<file path="src/iflsq_pkg.sv">
// Constants for the flash programming sequencer.
// Assumes an 8-bit special function register port on one clock.
package iflsq_pkg;
   // Register offsets on the SFR port, reset value and zero byte
   localparam logic [7:0] TRIG_OFS     = 8'hA4;
   localparam logic [7:0] ADDR_LO_OFS  = 8'hA6;
   localparam logic [7:0] ADDR_HI_OFS  = 8'hA7;
   localparam logic [7:0] DATA_OFS     = 8'hAE;
   localparam logic [7:0] CMD_OFS      = 8'hAF;
   localparam logic [7:0] KEY_OFS      = 8'hC7;
   localparam logic [7:0] RESET_VAL    = 8'h00;
   localparam logic [7:0] ZERO_BYTE    = 8'h00;
   // Timed-access key bytes
   localparam logic [7:0] KEY_FIRST    = 8'hAA;
   localparam logic [7:0] KEY_SECOND   = 8'h55;
   // Command register fields, trigger go bit, lock bit and cfg0 boot select bit
   localparam int AREA_HI    = 7;
   localparam int AREA_LO    = 6;
   localparam int OE_BIT     = 5;
   localparam int CE_BIT     = 4;
   localparam int FUNC_HI    = 3;
   localparam int FUNC_LO    = 0;
   localparam int GO_BIT     = 0;
   localparam int LOCK_BIT   = 1;
   localparam int BOOT_BIT   = 1;
   // Target areas
   localparam logic [1:0] AREA_APP    = 2'h0;
   localparam logic [1:0] AREA_LOADER = 2'h1;
   localparam logic [1:0] AREA_CFG    = 2'h3;
   // Function codes
   localparam logic [3:0] FUNC_READ    = 4'h0;
   localparam logic [3:0] FUNC_PROGRAM = 4'h1;
   localparam logic [3:0] FUNC_ERASE   = 4'h2;
   // Where the CPU is executing from
   typedef enum logic [1:0] {
      IFLSQ_EXEC_APP,
      IFLSQ_EXEC_LOADER,
      IFLSQ_EXEC_EXTERNAL
   } iflsq_exec_t;
   // Operation handed to the flash array
   typedef enum logic [1:0] {
      IFLSQ_OP_READ,
      IFLSQ_OP_PROGRAM,
      IFLSQ_OP_ERASE
   } iflsq_op_t;
endpackage : iflsq_pkg

</file>
<file path="src/iflsq_sequencer.sv">
// Flash programming sequencer: SFR registers, timed-access unlock,
// access checks and the sequence that drives the flash array.
// Assumes flash array, CPU and chip control logic share clk_i; the
// oscillator ready level arrives from another clock and is synchronised.
//
// Overview of operation
// - Command byte: area, OE, CE, function
// - Address high byte gives bits 15:8
// - Address low byte gives bits 7:0
// - Data byte in; read result left there
// - Go bit starts operation, CPU held
// - Go bit self-clears, reads as zero
// - Area 00 app, 01 loader, 11 config
// - Codes: erase 0010, program 0001, read 0000
// - Config erase clears all, low byte ignored
// - Erase acts on 256-byte aligned pages
// - Needs oscillator; enable off blocks triggers
// - External code execution refuses, sets fault
// - Config access only from loader code
// - Config applies after reset; boot select not soft
// - Lock bit never blocks programming
// - App and loader may read themselves
// - Trigger write needs timed-access unlock
// - Illegal target sets sticky fault flag
// - Loader writes from app need update enable
`timescale 1ns/1ps
`default_nettype none
module iflsq_sequencer #(
   parameter int APP_BYTES    = 65536,
   parameter int LOADER_BYTES = 4096,
   parameter int CFG_BYTES    = 4
) (
   input  wire logic                     clk_i,
   input  wire logic                     rst_b_i,
   input  wire logic [7:0]               sfr_addr_i,
   input  wire logic [7:0]               sfr_wdata_i,
   input  wire logic                     sfr_wr_i,
   input  wire logic                     sfr_rd_i,
   output logic      [7:0]               sfr_rdata_o,
   input  wire logic                     prog_enable_i,
   input  wire logic                     loader_update_enable_i,
   input  wire logic                     fault_clear_i,
   input  wire iflsq_pkg::iflsq_exec_t   exec_area_i,
   input  wire logic                     soft_reset_cause_i,
   input  wire logic [7:0]               cfg0_stored_i,
   input  wire logic                     rc_ready_i,
   output logic                          rc_osc_en_o,
   output logic                          cpu_hold_o,
   output logic                          programming_fault_flag_o,
   output logic                          key_unlocked_o,
   output logic [7:0]                    cfg0_active_o,
   output logic                          flash_req_o,
   output iflsq_pkg::iflsq_op_t          flash_op_o,
   output logic [17:0]                   flash_addr_o,
   output logic [7:0]                    flash_wdata_o,
   input  wire logic [7:0]               flash_rdata_i,
   input  wire logic                     flash_done_i
);
   initial begin
      if (APP_BYTES < 256 || APP_BYTES > 65536 || LOADER_BYTES < 256
          || LOADER_BYTES > 65536 || CFG_BYTES < 1 || CFG_BYTES > 256) begin
         $error("iflsq_sequencer: area sizes out of range");
      end
   end

   localparam logic [16:0] APP_LIMIT    = 17'(APP_BYTES);
   localparam logic [16:0] LOADER_LIMIT = 17'(LOADER_BYTES);
   localparam logic [16:0] CFG_LIMIT    = 17'(CFG_BYTES);

   typedef enum logic [1:0] {
      IFLSQ_IDLE,
      IFLSQ_WAIT_OSC,
      IFLSQ_ACCESS,
      IFLSQ_FINISH
   } iflsq_state_t;

   // Reset release through two flops
   logic rst_sync1_reg;
   logic rst_b_reg;
   always_ff @(posedge clk_i or negedge rst_b_i) begin
      if (!rst_b_i) begin
         rst_sync1_reg <= 1'b0;
         rst_b_reg     <= 1'b0;
      end else begin
         rst_sync1_reg <= 1'b1;
         rst_b_reg     <= rst_sync1_reg;
      end
   end

   // Oscillator ready comes from the RC domain
   logic rc_sync1_reg;
   logic rc_ready_reg;
   always_ff @(posedge clk_i or negedge rst_b_reg) begin
      if (!rst_b_reg) begin
         rc_sync1_reg <= 1'b0;
         rc_ready_reg <= 1'b0;
      end else begin
         rc_sync1_reg <= rc_ready_i;
         rc_ready_reg <= rc_sync1_reg;
      end
   end

   function automatic logic hit(input logic [7:0] ofs);
      hit = (sfr_addr_i == ofs);
   endfunction

   logic [7:0]   cmd_reg;
   logic [7:0]   addr_hi_reg;
   logic [7:0]   addr_lo_reg;
   logic [7:0]   data_reg;
   logic [1:0]   key_stage_reg;
   logic         fault_reg;
   iflsq_state_t state_reg;
   iflsq_state_t state_next;
   logic         trigger;
   logic         refused;
   logic         standby;
   logic         access_ok;

   // Command byte decode
   wire logic [1:0] area = cmd_reg[iflsq_pkg::AREA_HI:iflsq_pkg::AREA_LO];
   wire logic [3:0] func = cmd_reg[iflsq_pkg::FUNC_HI:iflsq_pkg::FUNC_LO];
   wire logic [15:0] addr16 = {addr_hi_reg, addr_lo_reg};
   wire logic writes = (func == iflsq_pkg::FUNC_PROGRAM) ||
                       (func == iflsq_pkg::FUNC_ERASE);
   wire logic known_func = writes || (func == iflsq_pkg::FUNC_READ);

   // Timed-access unlock sequence
   // AA then 55
   always_ff @(posedge clk_i or negedge rst_b_reg) begin
      if (!rst_b_reg) begin
         key_stage_reg <= 2'h0;
      end else if (sfr_wr_i) begin
         if (hit(iflsq_pkg::KEY_OFS) && sfr_wdata_i == iflsq_pkg::KEY_FIRST) begin
            key_stage_reg <= 2'h1;
         end else if (hit(iflsq_pkg::KEY_OFS) && key_stage_reg == 2'h1
                      && sfr_wdata_i == iflsq_pkg::KEY_SECOND) begin
            key_stage_reg <= 2'h2;
         end else begin
            key_stage_reg <= 2'h0;
         end
      end
   end

   assign trigger = sfr_wr_i && hit(iflsq_pkg::TRIG_OFS) && key_stage_reg == 2'h2
                    && sfr_wdata_i[iflsq_pkg::GO_BIT] && prog_enable_i
                    && state_reg == IFLSQ_IDLE;

   assign standby = cmd_reg[iflsq_pkg::OE_BIT] && cmd_reg[iflsq_pkg::CE_BIT];

   // Access legality; lock bit is deliberately not consulted
   always_comb begin
      access_ok = 1'b1;
      unique case (area)
         iflsq_pkg::AREA_APP: begin
            if (exec_area_i == iflsq_pkg::IFLSQ_EXEC_APP && writes) begin
               access_ok = 1'b0;
            end
            if ({1'b0, addr16} >= APP_LIMIT) begin
               access_ok = 1'b0;
            end
         end
         iflsq_pkg::AREA_LOADER: begin
            if (exec_area_i == iflsq_pkg::IFLSQ_EXEC_APP && writes
                && !loader_update_enable_i) begin
               access_ok = 1'b0;
            end
            if (exec_area_i == iflsq_pkg::IFLSQ_EXEC_LOADER && writes) begin
               access_ok = 1'b0;
            end
            if ({1'b0, addr16} >= LOADER_LIMIT) begin
               access_ok = 1'b0;
            end
         end
         iflsq_pkg::AREA_CFG: begin
            if (exec_area_i != iflsq_pkg::IFLSQ_EXEC_LOADER) begin
               access_ok = 1'b0;
            end
            if (func == iflsq_pkg::FUNC_ERASE) begin
               if (addr_hi_reg != iflsq_pkg::ZERO_BYTE) begin
                  access_ok = 1'b0;
               end
            end else if ({1'b0, addr16} >= CFG_LIMIT) begin
               access_ok = 1'b0;
            end
         end
         default: begin
            access_ok = 1'b0;
         end
      endcase
   end

   assign refused = !access_ok || exec_area_i == iflsq_pkg::IFLSQ_EXEC_EXTERNAL;

   always_comb begin
      state_next = state_reg;
      unique case (state_reg)
         IFLSQ_IDLE: begin
            if (trigger) begin
               state_next = IFLSQ_WAIT_OSC;
            end
         end
         IFLSQ_WAIT_OSC: begin
            if (rc_ready_reg) begin
               if (refused || standby || !known_func) begin
                  state_next = IFLSQ_FINISH;
               end else begin
                  state_next = IFLSQ_ACCESS;
               end
            end
         end
         IFLSQ_ACCESS: begin
            if (flash_done_i) begin
               state_next = IFLSQ_FINISH;
            end
         end
         IFLSQ_FINISH: begin
            state_next = IFLSQ_IDLE;
         end
      endcase
   end

   always_ff @(posedge clk_i or negedge rst_b_reg) begin
      if (!rst_b_reg) begin
         state_reg <= IFLSQ_IDLE;
      end else begin
         state_reg <= state_next;
      end
   end

   // CPU stays held from the trigger write through the finish cycle
   always_ff @(posedge clk_i or negedge rst_b_reg) begin
      if (!rst_b_reg) begin
         cpu_hold_o <= 1'b0;
      end else begin
         cpu_hold_o <= (state_next != IFLSQ_IDLE);
      end
   end

   always_ff @(posedge clk_i or negedge rst_b_reg) begin
      if (!rst_b_reg) begin
         fault_reg <= 1'b0;
      end else if (state_reg == IFLSQ_WAIT_OSC && rc_ready_reg && refused
                   && !standby && known_func) begin
         fault_reg <= 1'b1;
      end else if (fault_clear_i) begin
         fault_reg <= 1'b0;
      end
   end

   always_ff @(posedge clk_i or negedge rst_b_reg) begin
      if (!rst_b_reg) begin
         cmd_reg <= iflsq_pkg::RESET_VAL;
      end else if (sfr_wr_i && hit(iflsq_pkg::CMD_OFS) && !cpu_hold_o) begin
         cmd_reg <= sfr_wdata_i;
      end
   end

   always_ff @(posedge clk_i or negedge rst_b_reg) begin
      if (!rst_b_reg) begin
         addr_hi_reg <= iflsq_pkg::RESET_VAL;
      end else if (sfr_wr_i && hit(iflsq_pkg::ADDR_HI_OFS) && !cpu_hold_o) begin
         addr_hi_reg <= sfr_wdata_i;
      end
   end

   always_ff @(posedge clk_i or negedge rst_b_reg) begin
      if (!rst_b_reg) begin
         addr_lo_reg <= iflsq_pkg::RESET_VAL;
      end else if (sfr_wr_i && hit(iflsq_pkg::ADDR_LO_OFS) && !cpu_hold_o) begin
         addr_lo_reg <= sfr_wdata_i;
      end
   end

   // read result lands in data byte
   always_ff @(posedge clk_i or negedge rst_b_reg) begin
      if (!rst_b_reg) begin
         data_reg <= iflsq_pkg::RESET_VAL;
      end else if (state_reg == IFLSQ_ACCESS && flash_done_i
                   && func == iflsq_pkg::FUNC_READ) begin
         data_reg <= flash_rdata_i;
      end else if (sfr_wr_i && hit(iflsq_pkg::DATA_OFS) && !cpu_hold_o) begin
         data_reg <= sfr_wdata_i;
      end
   end

   always_ff @(posedge clk_i or negedge rst_b_reg) begin
      if (!rst_b_reg) begin
         sfr_rdata_o <= iflsq_pkg::RESET_VAL;
      end else if (sfr_rd_i) begin
         if (hit(iflsq_pkg::CMD_OFS)) begin
            sfr_rdata_o <= cmd_reg;
         end else if (hit(iflsq_pkg::ADDR_HI_OFS)) begin
            sfr_rdata_o <= addr_hi_reg;
         end else if (hit(iflsq_pkg::ADDR_LO_OFS)) begin
            sfr_rdata_o <= addr_lo_reg;
         end else if (hit(iflsq_pkg::DATA_OFS)) begin
            sfr_rdata_o <= data_reg;
         end else begin
            sfr_rdata_o <= iflsq_pkg::ZERO_BYTE;
         end
      end else begin
         sfr_rdata_o <= iflsq_pkg::ZERO_BYTE;
      end
   end

   // Flash array request, held for the whole access
   always_ff @(posedge clk_i or negedge rst_b_reg) begin
      if (!rst_b_reg) begin
         flash_req_o   <= 1'b0;
         flash_op_o    <= iflsq_pkg::IFLSQ_OP_READ;
         flash_addr_o  <= 18'h0_0000;
         flash_wdata_o <= iflsq_pkg::RESET_VAL;
      end else begin
         flash_req_o <= (state_next == IFLSQ_ACCESS);
         if (state_reg == IFLSQ_WAIT_OSC) begin
            unique case (func)
               iflsq_pkg::FUNC_ERASE:   flash_op_o <= iflsq_pkg::IFLSQ_OP_ERASE;
               iflsq_pkg::FUNC_PROGRAM: flash_op_o <= iflsq_pkg::IFLSQ_OP_PROGRAM;
               default:                 flash_op_o <= iflsq_pkg::IFLSQ_OP_READ;
            endcase
            if (func == iflsq_pkg::FUNC_ERASE) begin
               flash_addr_o <= {area, addr_hi_reg, iflsq_pkg::ZERO_BYTE};
            end else begin
               flash_addr_o <= {area, addr16};
            end
            flash_wdata_o <= data_reg;
         end
      end
   end

   always_ff @(posedge clk_i or negedge rst_b_reg) begin
      if (!rst_b_reg) begin
         rc_osc_en_o    <= 1'b0;
         key_unlocked_o <= 1'b0;
      end else begin
         rc_osc_en_o    <= prog_enable_i;
         key_unlocked_o <= (key_stage_reg == 2'h2);
      end
   end

   assign programming_fault_flag_o = fault_reg;

   logic captured_reg;
   always_ff @(posedge clk_i or negedge rst_b_reg) begin
      if (!rst_b_reg) begin
         captured_reg  <= 1'b0;
      end else begin
         captured_reg  <= 1'b1;
      end
   end

   // Boot select kept across a soft reset; needs no async reset for that
   always_ff @(posedge clk_i) begin
      if (!captured_reg) begin
         cfg0_active_o <= cfg0_stored_i;
         if (soft_reset_cause_i) begin
            cfg0_active_o[iflsq_pkg::BOOT_BIT] <= cfg0_active_o[iflsq_pkg::BOOT_BIT];
         end
      end
   end
endmodule : iflsq_sequencer
`default_nettype wire

</file>
<file path="config.mk">
export PLATFORM = sky130hd
export DESIGN_NAME = iflsq_sequencer
export DESIGN_NICKNAME = d
export VERILOG_FILES = /design/src/iflsq_pkg.sv /design/src/iflsq_sequencer.sv
export SDC_FILE = /design/constraint.sdc
export NUM_CORES = 1
export LEC_CHECK = 0
export BUFFER_PORTS_ARGS = -buffer_cell sky130_fd_sc_hd__buf_4
export CAP_MARGIN = 20
export CORE_MARGIN = 2
export CORE_UTILIZATION = 55
export CTS_CLUSTER_DIAMETER = 50
export CTS_CLUSTER_SIZE = 28
export DETAILED_ROUTE_END_ITERATION = 10
export PLACE_DENSITY_LB_ADDON = 0.15
export SLEW_MARGIN = 20
export SYNTH_ARGS = -nofsm -noshare
export SYNTH_HDL_FRONTEND = slang
export SYNTH_SLANG_ARGS = --single-unit
</file>
<file path="constraint.sdc">
create_clock -name clk_i -period 4.6 [get_ports clk_i]
set_input_delay 0.69 -clock clk_i [delete_from_list [all_inputs] [get_ports clk_i]]
set_output_delay 0.69 -clock clk_i [all_outputs]
set_load 0.1 [all_outputs]
</file>
==> impl_metrics.csv <==
group,metric,value,unit
timing,clock_skew,0.006896,ns
synthesis,netlist_top_cells_area,"dfrtp_1, mux2_2, nand2_1, edfxtp_1, mux2_4",
layout,area_growth,25.57,%
pwr,internal_power,1.457,mW
pwr,p_clk_frac,0.201,
placed_design,hpwl,6.952,mm
placed_design,place.gp.congestion,0.9665,
grt,grt.total_usage,0.2595,
routing,vias_per_cell,5.571,
clock_tree,ctsResizeCount,0,
pwr,power_density,530.3,nW/um2
setup_path,cp-start-kind,"register",
die,fp.dieW,88.73,um
die,initial_core_util,0.5749,
setup_path,r2r_end,"data_reg[4]",
synthesis,synth_most_common_cell,"nand2_1",
grt,grt_max_degree,81,
die,placementRows,30,
setup_path,crit_fanout,9,
timing,finalCritPeriodShare,0.4825,
setup_path,r2r-start,"cmd_reg[2]",
synthesis,synth_top_area_cell,"dfrtp_1",
synthesis,ys_types,53,
routing,vias,3014,
setup_path,rrSetupSlack,2.38,ns
clock_tree,post_cts_buffers,0,
synthesis,avgSynthCellArea,11.55,um2
layout,nets,484,
pwr,seqPwrFrac,0.395,
die,dieHeight,88.73,um
grt,grt_overflow,0,
die,coreArea,6869,um2
routing,dr.pass1.iters,4,
layout,instances_no_fill,541,
clock_tree,cts_buffers,9,
synthesis,syn-cell-area,3949,um2
grt,antenna_found_initial,0,
layout,antenna_cells,0,
die,die-area,7873,um2
timing,finalSetupViolations,0,
timing,relSlewSlack,0.5861,
placed_design,dp_cells,524,
grt,grt_pass1_vias,2870,
timing,hold_violations,0,
clock_tree,holdBufCountCts,0,
pwr,power.switching,1.173,mW
synthesis,synth_ff_type,"dfrtp_1",
setup_path,critPathKind,"register to register",
routing,totalWireLength,9.645,mm
routing,drc,0,
timing,period_needed,2.219,ns
layout,regMostFlops,"flash_addr_o",
clock_tree,clockBufferDepth,2,
clock_tree,clock-root-buffer,"clkbuf_8",
synthesis,synth_common_cells,"nand2_1, dfrtp_1, mux2_2",
synthesis,yosysWarnings,0,
timing,worst_slew_pin_slew,0.6182,ns
run_status,status,"complete, no violations",
synthesis,synth_top_area_share,0.5196,
setup_path,cp.arrival,2.47,ns
die,io_pins,93,
clock_tree,clk_pin_slew,0.08,ns
timing,setup_tns,0,ns
grt,grt_pass1_wl,14.84,mm
pwr,sw_frac_of_total,0.4461,
clock_tree,htree_levels,3,
setup_path,required,4.85,ns
timing,rsz0062_at_grt,"false",
setup_path,ff2ff_path_depth,4,
pwr,p_leak,2.475,nW
placed_design,port_buffers,92,
layout,drive_gt1_frac,0.3596,
timing,max_freq,450.6,MHz
layout,largest_reg_flops,18,
synthesis,yosysSeqAreaShare,0.5805,
clock_tree,cts.sink_count,90,
job,drv_cap,0,
routing,antenna_left,0,
pwr,peakVddDrop,241.5,uV
clock_tree,clkLatencyLatePin,0.36,ns
synthesis,syn_inst,342,
synthesis,synth_enable_flop_cells,8,
worst_hold_path,hold_class,"primary input to async pin",
synthesis,synthArstFlopShare,0.9111,
synthesis,ys_ff_latch,90,
routing,drt-wirelength-per-cell,17.83,um
clock_tree,cts_tree,"done",
setup_path,end_kind,"register",
routing,drtIter0Drc,182,
pwr,p_comb_frac,0.404,
timing,drv_slew,0,
per-stage QoR:
step | setup slack, ns | cell area [um2] | util | power (mW) | hold WS, ns
2_1_floorplan | 2.147 | 3953 | - | 1.855 | 0.3312
3_3_place_gp | 2.197 | 4732 | 0.6889 | 2.091 | 0.3364
3_5_place_dp | 2.155 | 4743 | 0.6905 | 2.118 | 0.3417
4_1_cts | 2.385 | 4938 | 0.7189 | 2.643 | 0.08342
5_1_grt | 2.327 | 4959 | 0.7219 | 2.737 | 0.08026
6_report | 2.381 | 4959 | 0.7219 | 2.630 | 0.09125
area by class of cell:
class,count,area [um2]
multi-input cells,236,1588
clock inverters,6,67.56
well taps,96,120.1
flip-flops and latches,90,2296
fillers,522,1911
clock buffers,10,127.6
repair buffers,95,729.5
inverters,8,30.03
worst max-delay path by stage:
stage | startpoint | end | slack, ns | cells after the start
floorplan | rst_b_reg | addr_hi_reg[0] | 2.15 | 0
global placement | flash_done_i | data_reg[6] | 2.20 | 5
detailed placement | flash_done_i | data_reg[6] | 2.15 | 5
CTS | cmd_reg[2] | data_reg[4] | 2.39 | 4
global route | cmd_reg[2] | data_reg[4] | 2.33 | 4
finish | cmd_reg[2] | data_reg[4] | 2.38 | 4
cell usage in the layout, fill, tap and decap left out, drive strengths merged, types with 6 or more instances in the layout:
master | netlist | final
dfrtp | 82 | 82
o21ai | 8 | 8
buf | 4 | 95
nor2b | 6 | 6
nand3 | 8 | 8
edfxtp | 8 | 8
clkbuf | 5 | 10
nand2 | 84 | 84
nand2b | 9 | 9
mux2 | 40 | 40
nor2 | 15 | 15
a32o | 6 | 6
inv | 8 | 8
per-layer routing:
metal,share of wire,vias to the layer above,GRT usage
met5,0,-,0
li1,-,1405,-
met1,0.42,1458,0.3520
met2,0.49,125,0.4098
met4,0.029,0,0.1253
met3,0.068,26,0.04104
cells by family after synthesis:
| kind of cell | Yosys count | share of synthesized area |
|---|---|---|
| AND/OR/NAND/NOR | 159 | 0.2095 |
| flip-flops | 90 | 0.5805 |
| multiplexers | 40 | 0.1217 |
| AO/OA/AOI/OAI | 34 | 0.06686 |
| buffers and inverters | 17 | 0.01838 |
| XOR/XNOR | 1 | 0.002218 |
| other | 1 | 0.0009497 |
power by group through the flow:
stage / Sequential [mW] / Combinational (mW) / Clock, mW
floorplan: 1.58 / 0.276 / 0
global placement: 1.05 / 1.04 / 0
detailed placement: 1.06 / 1.06 / 0
CTS: 1.04 / 1.06 / 0.538
global route: 1.05 / 1.12 / 0.562
finish: 1.04 / 1.06 / 0.529
worst max-delay path: stages (launching register included):
cell and delay [ns]:
dfrtp_1 0.44, or2_1 0.28, or4_1 0.71, mux2_4 0.40
mux2_2 0.27
Note: power is estimated with default switching activity, not from simulation.
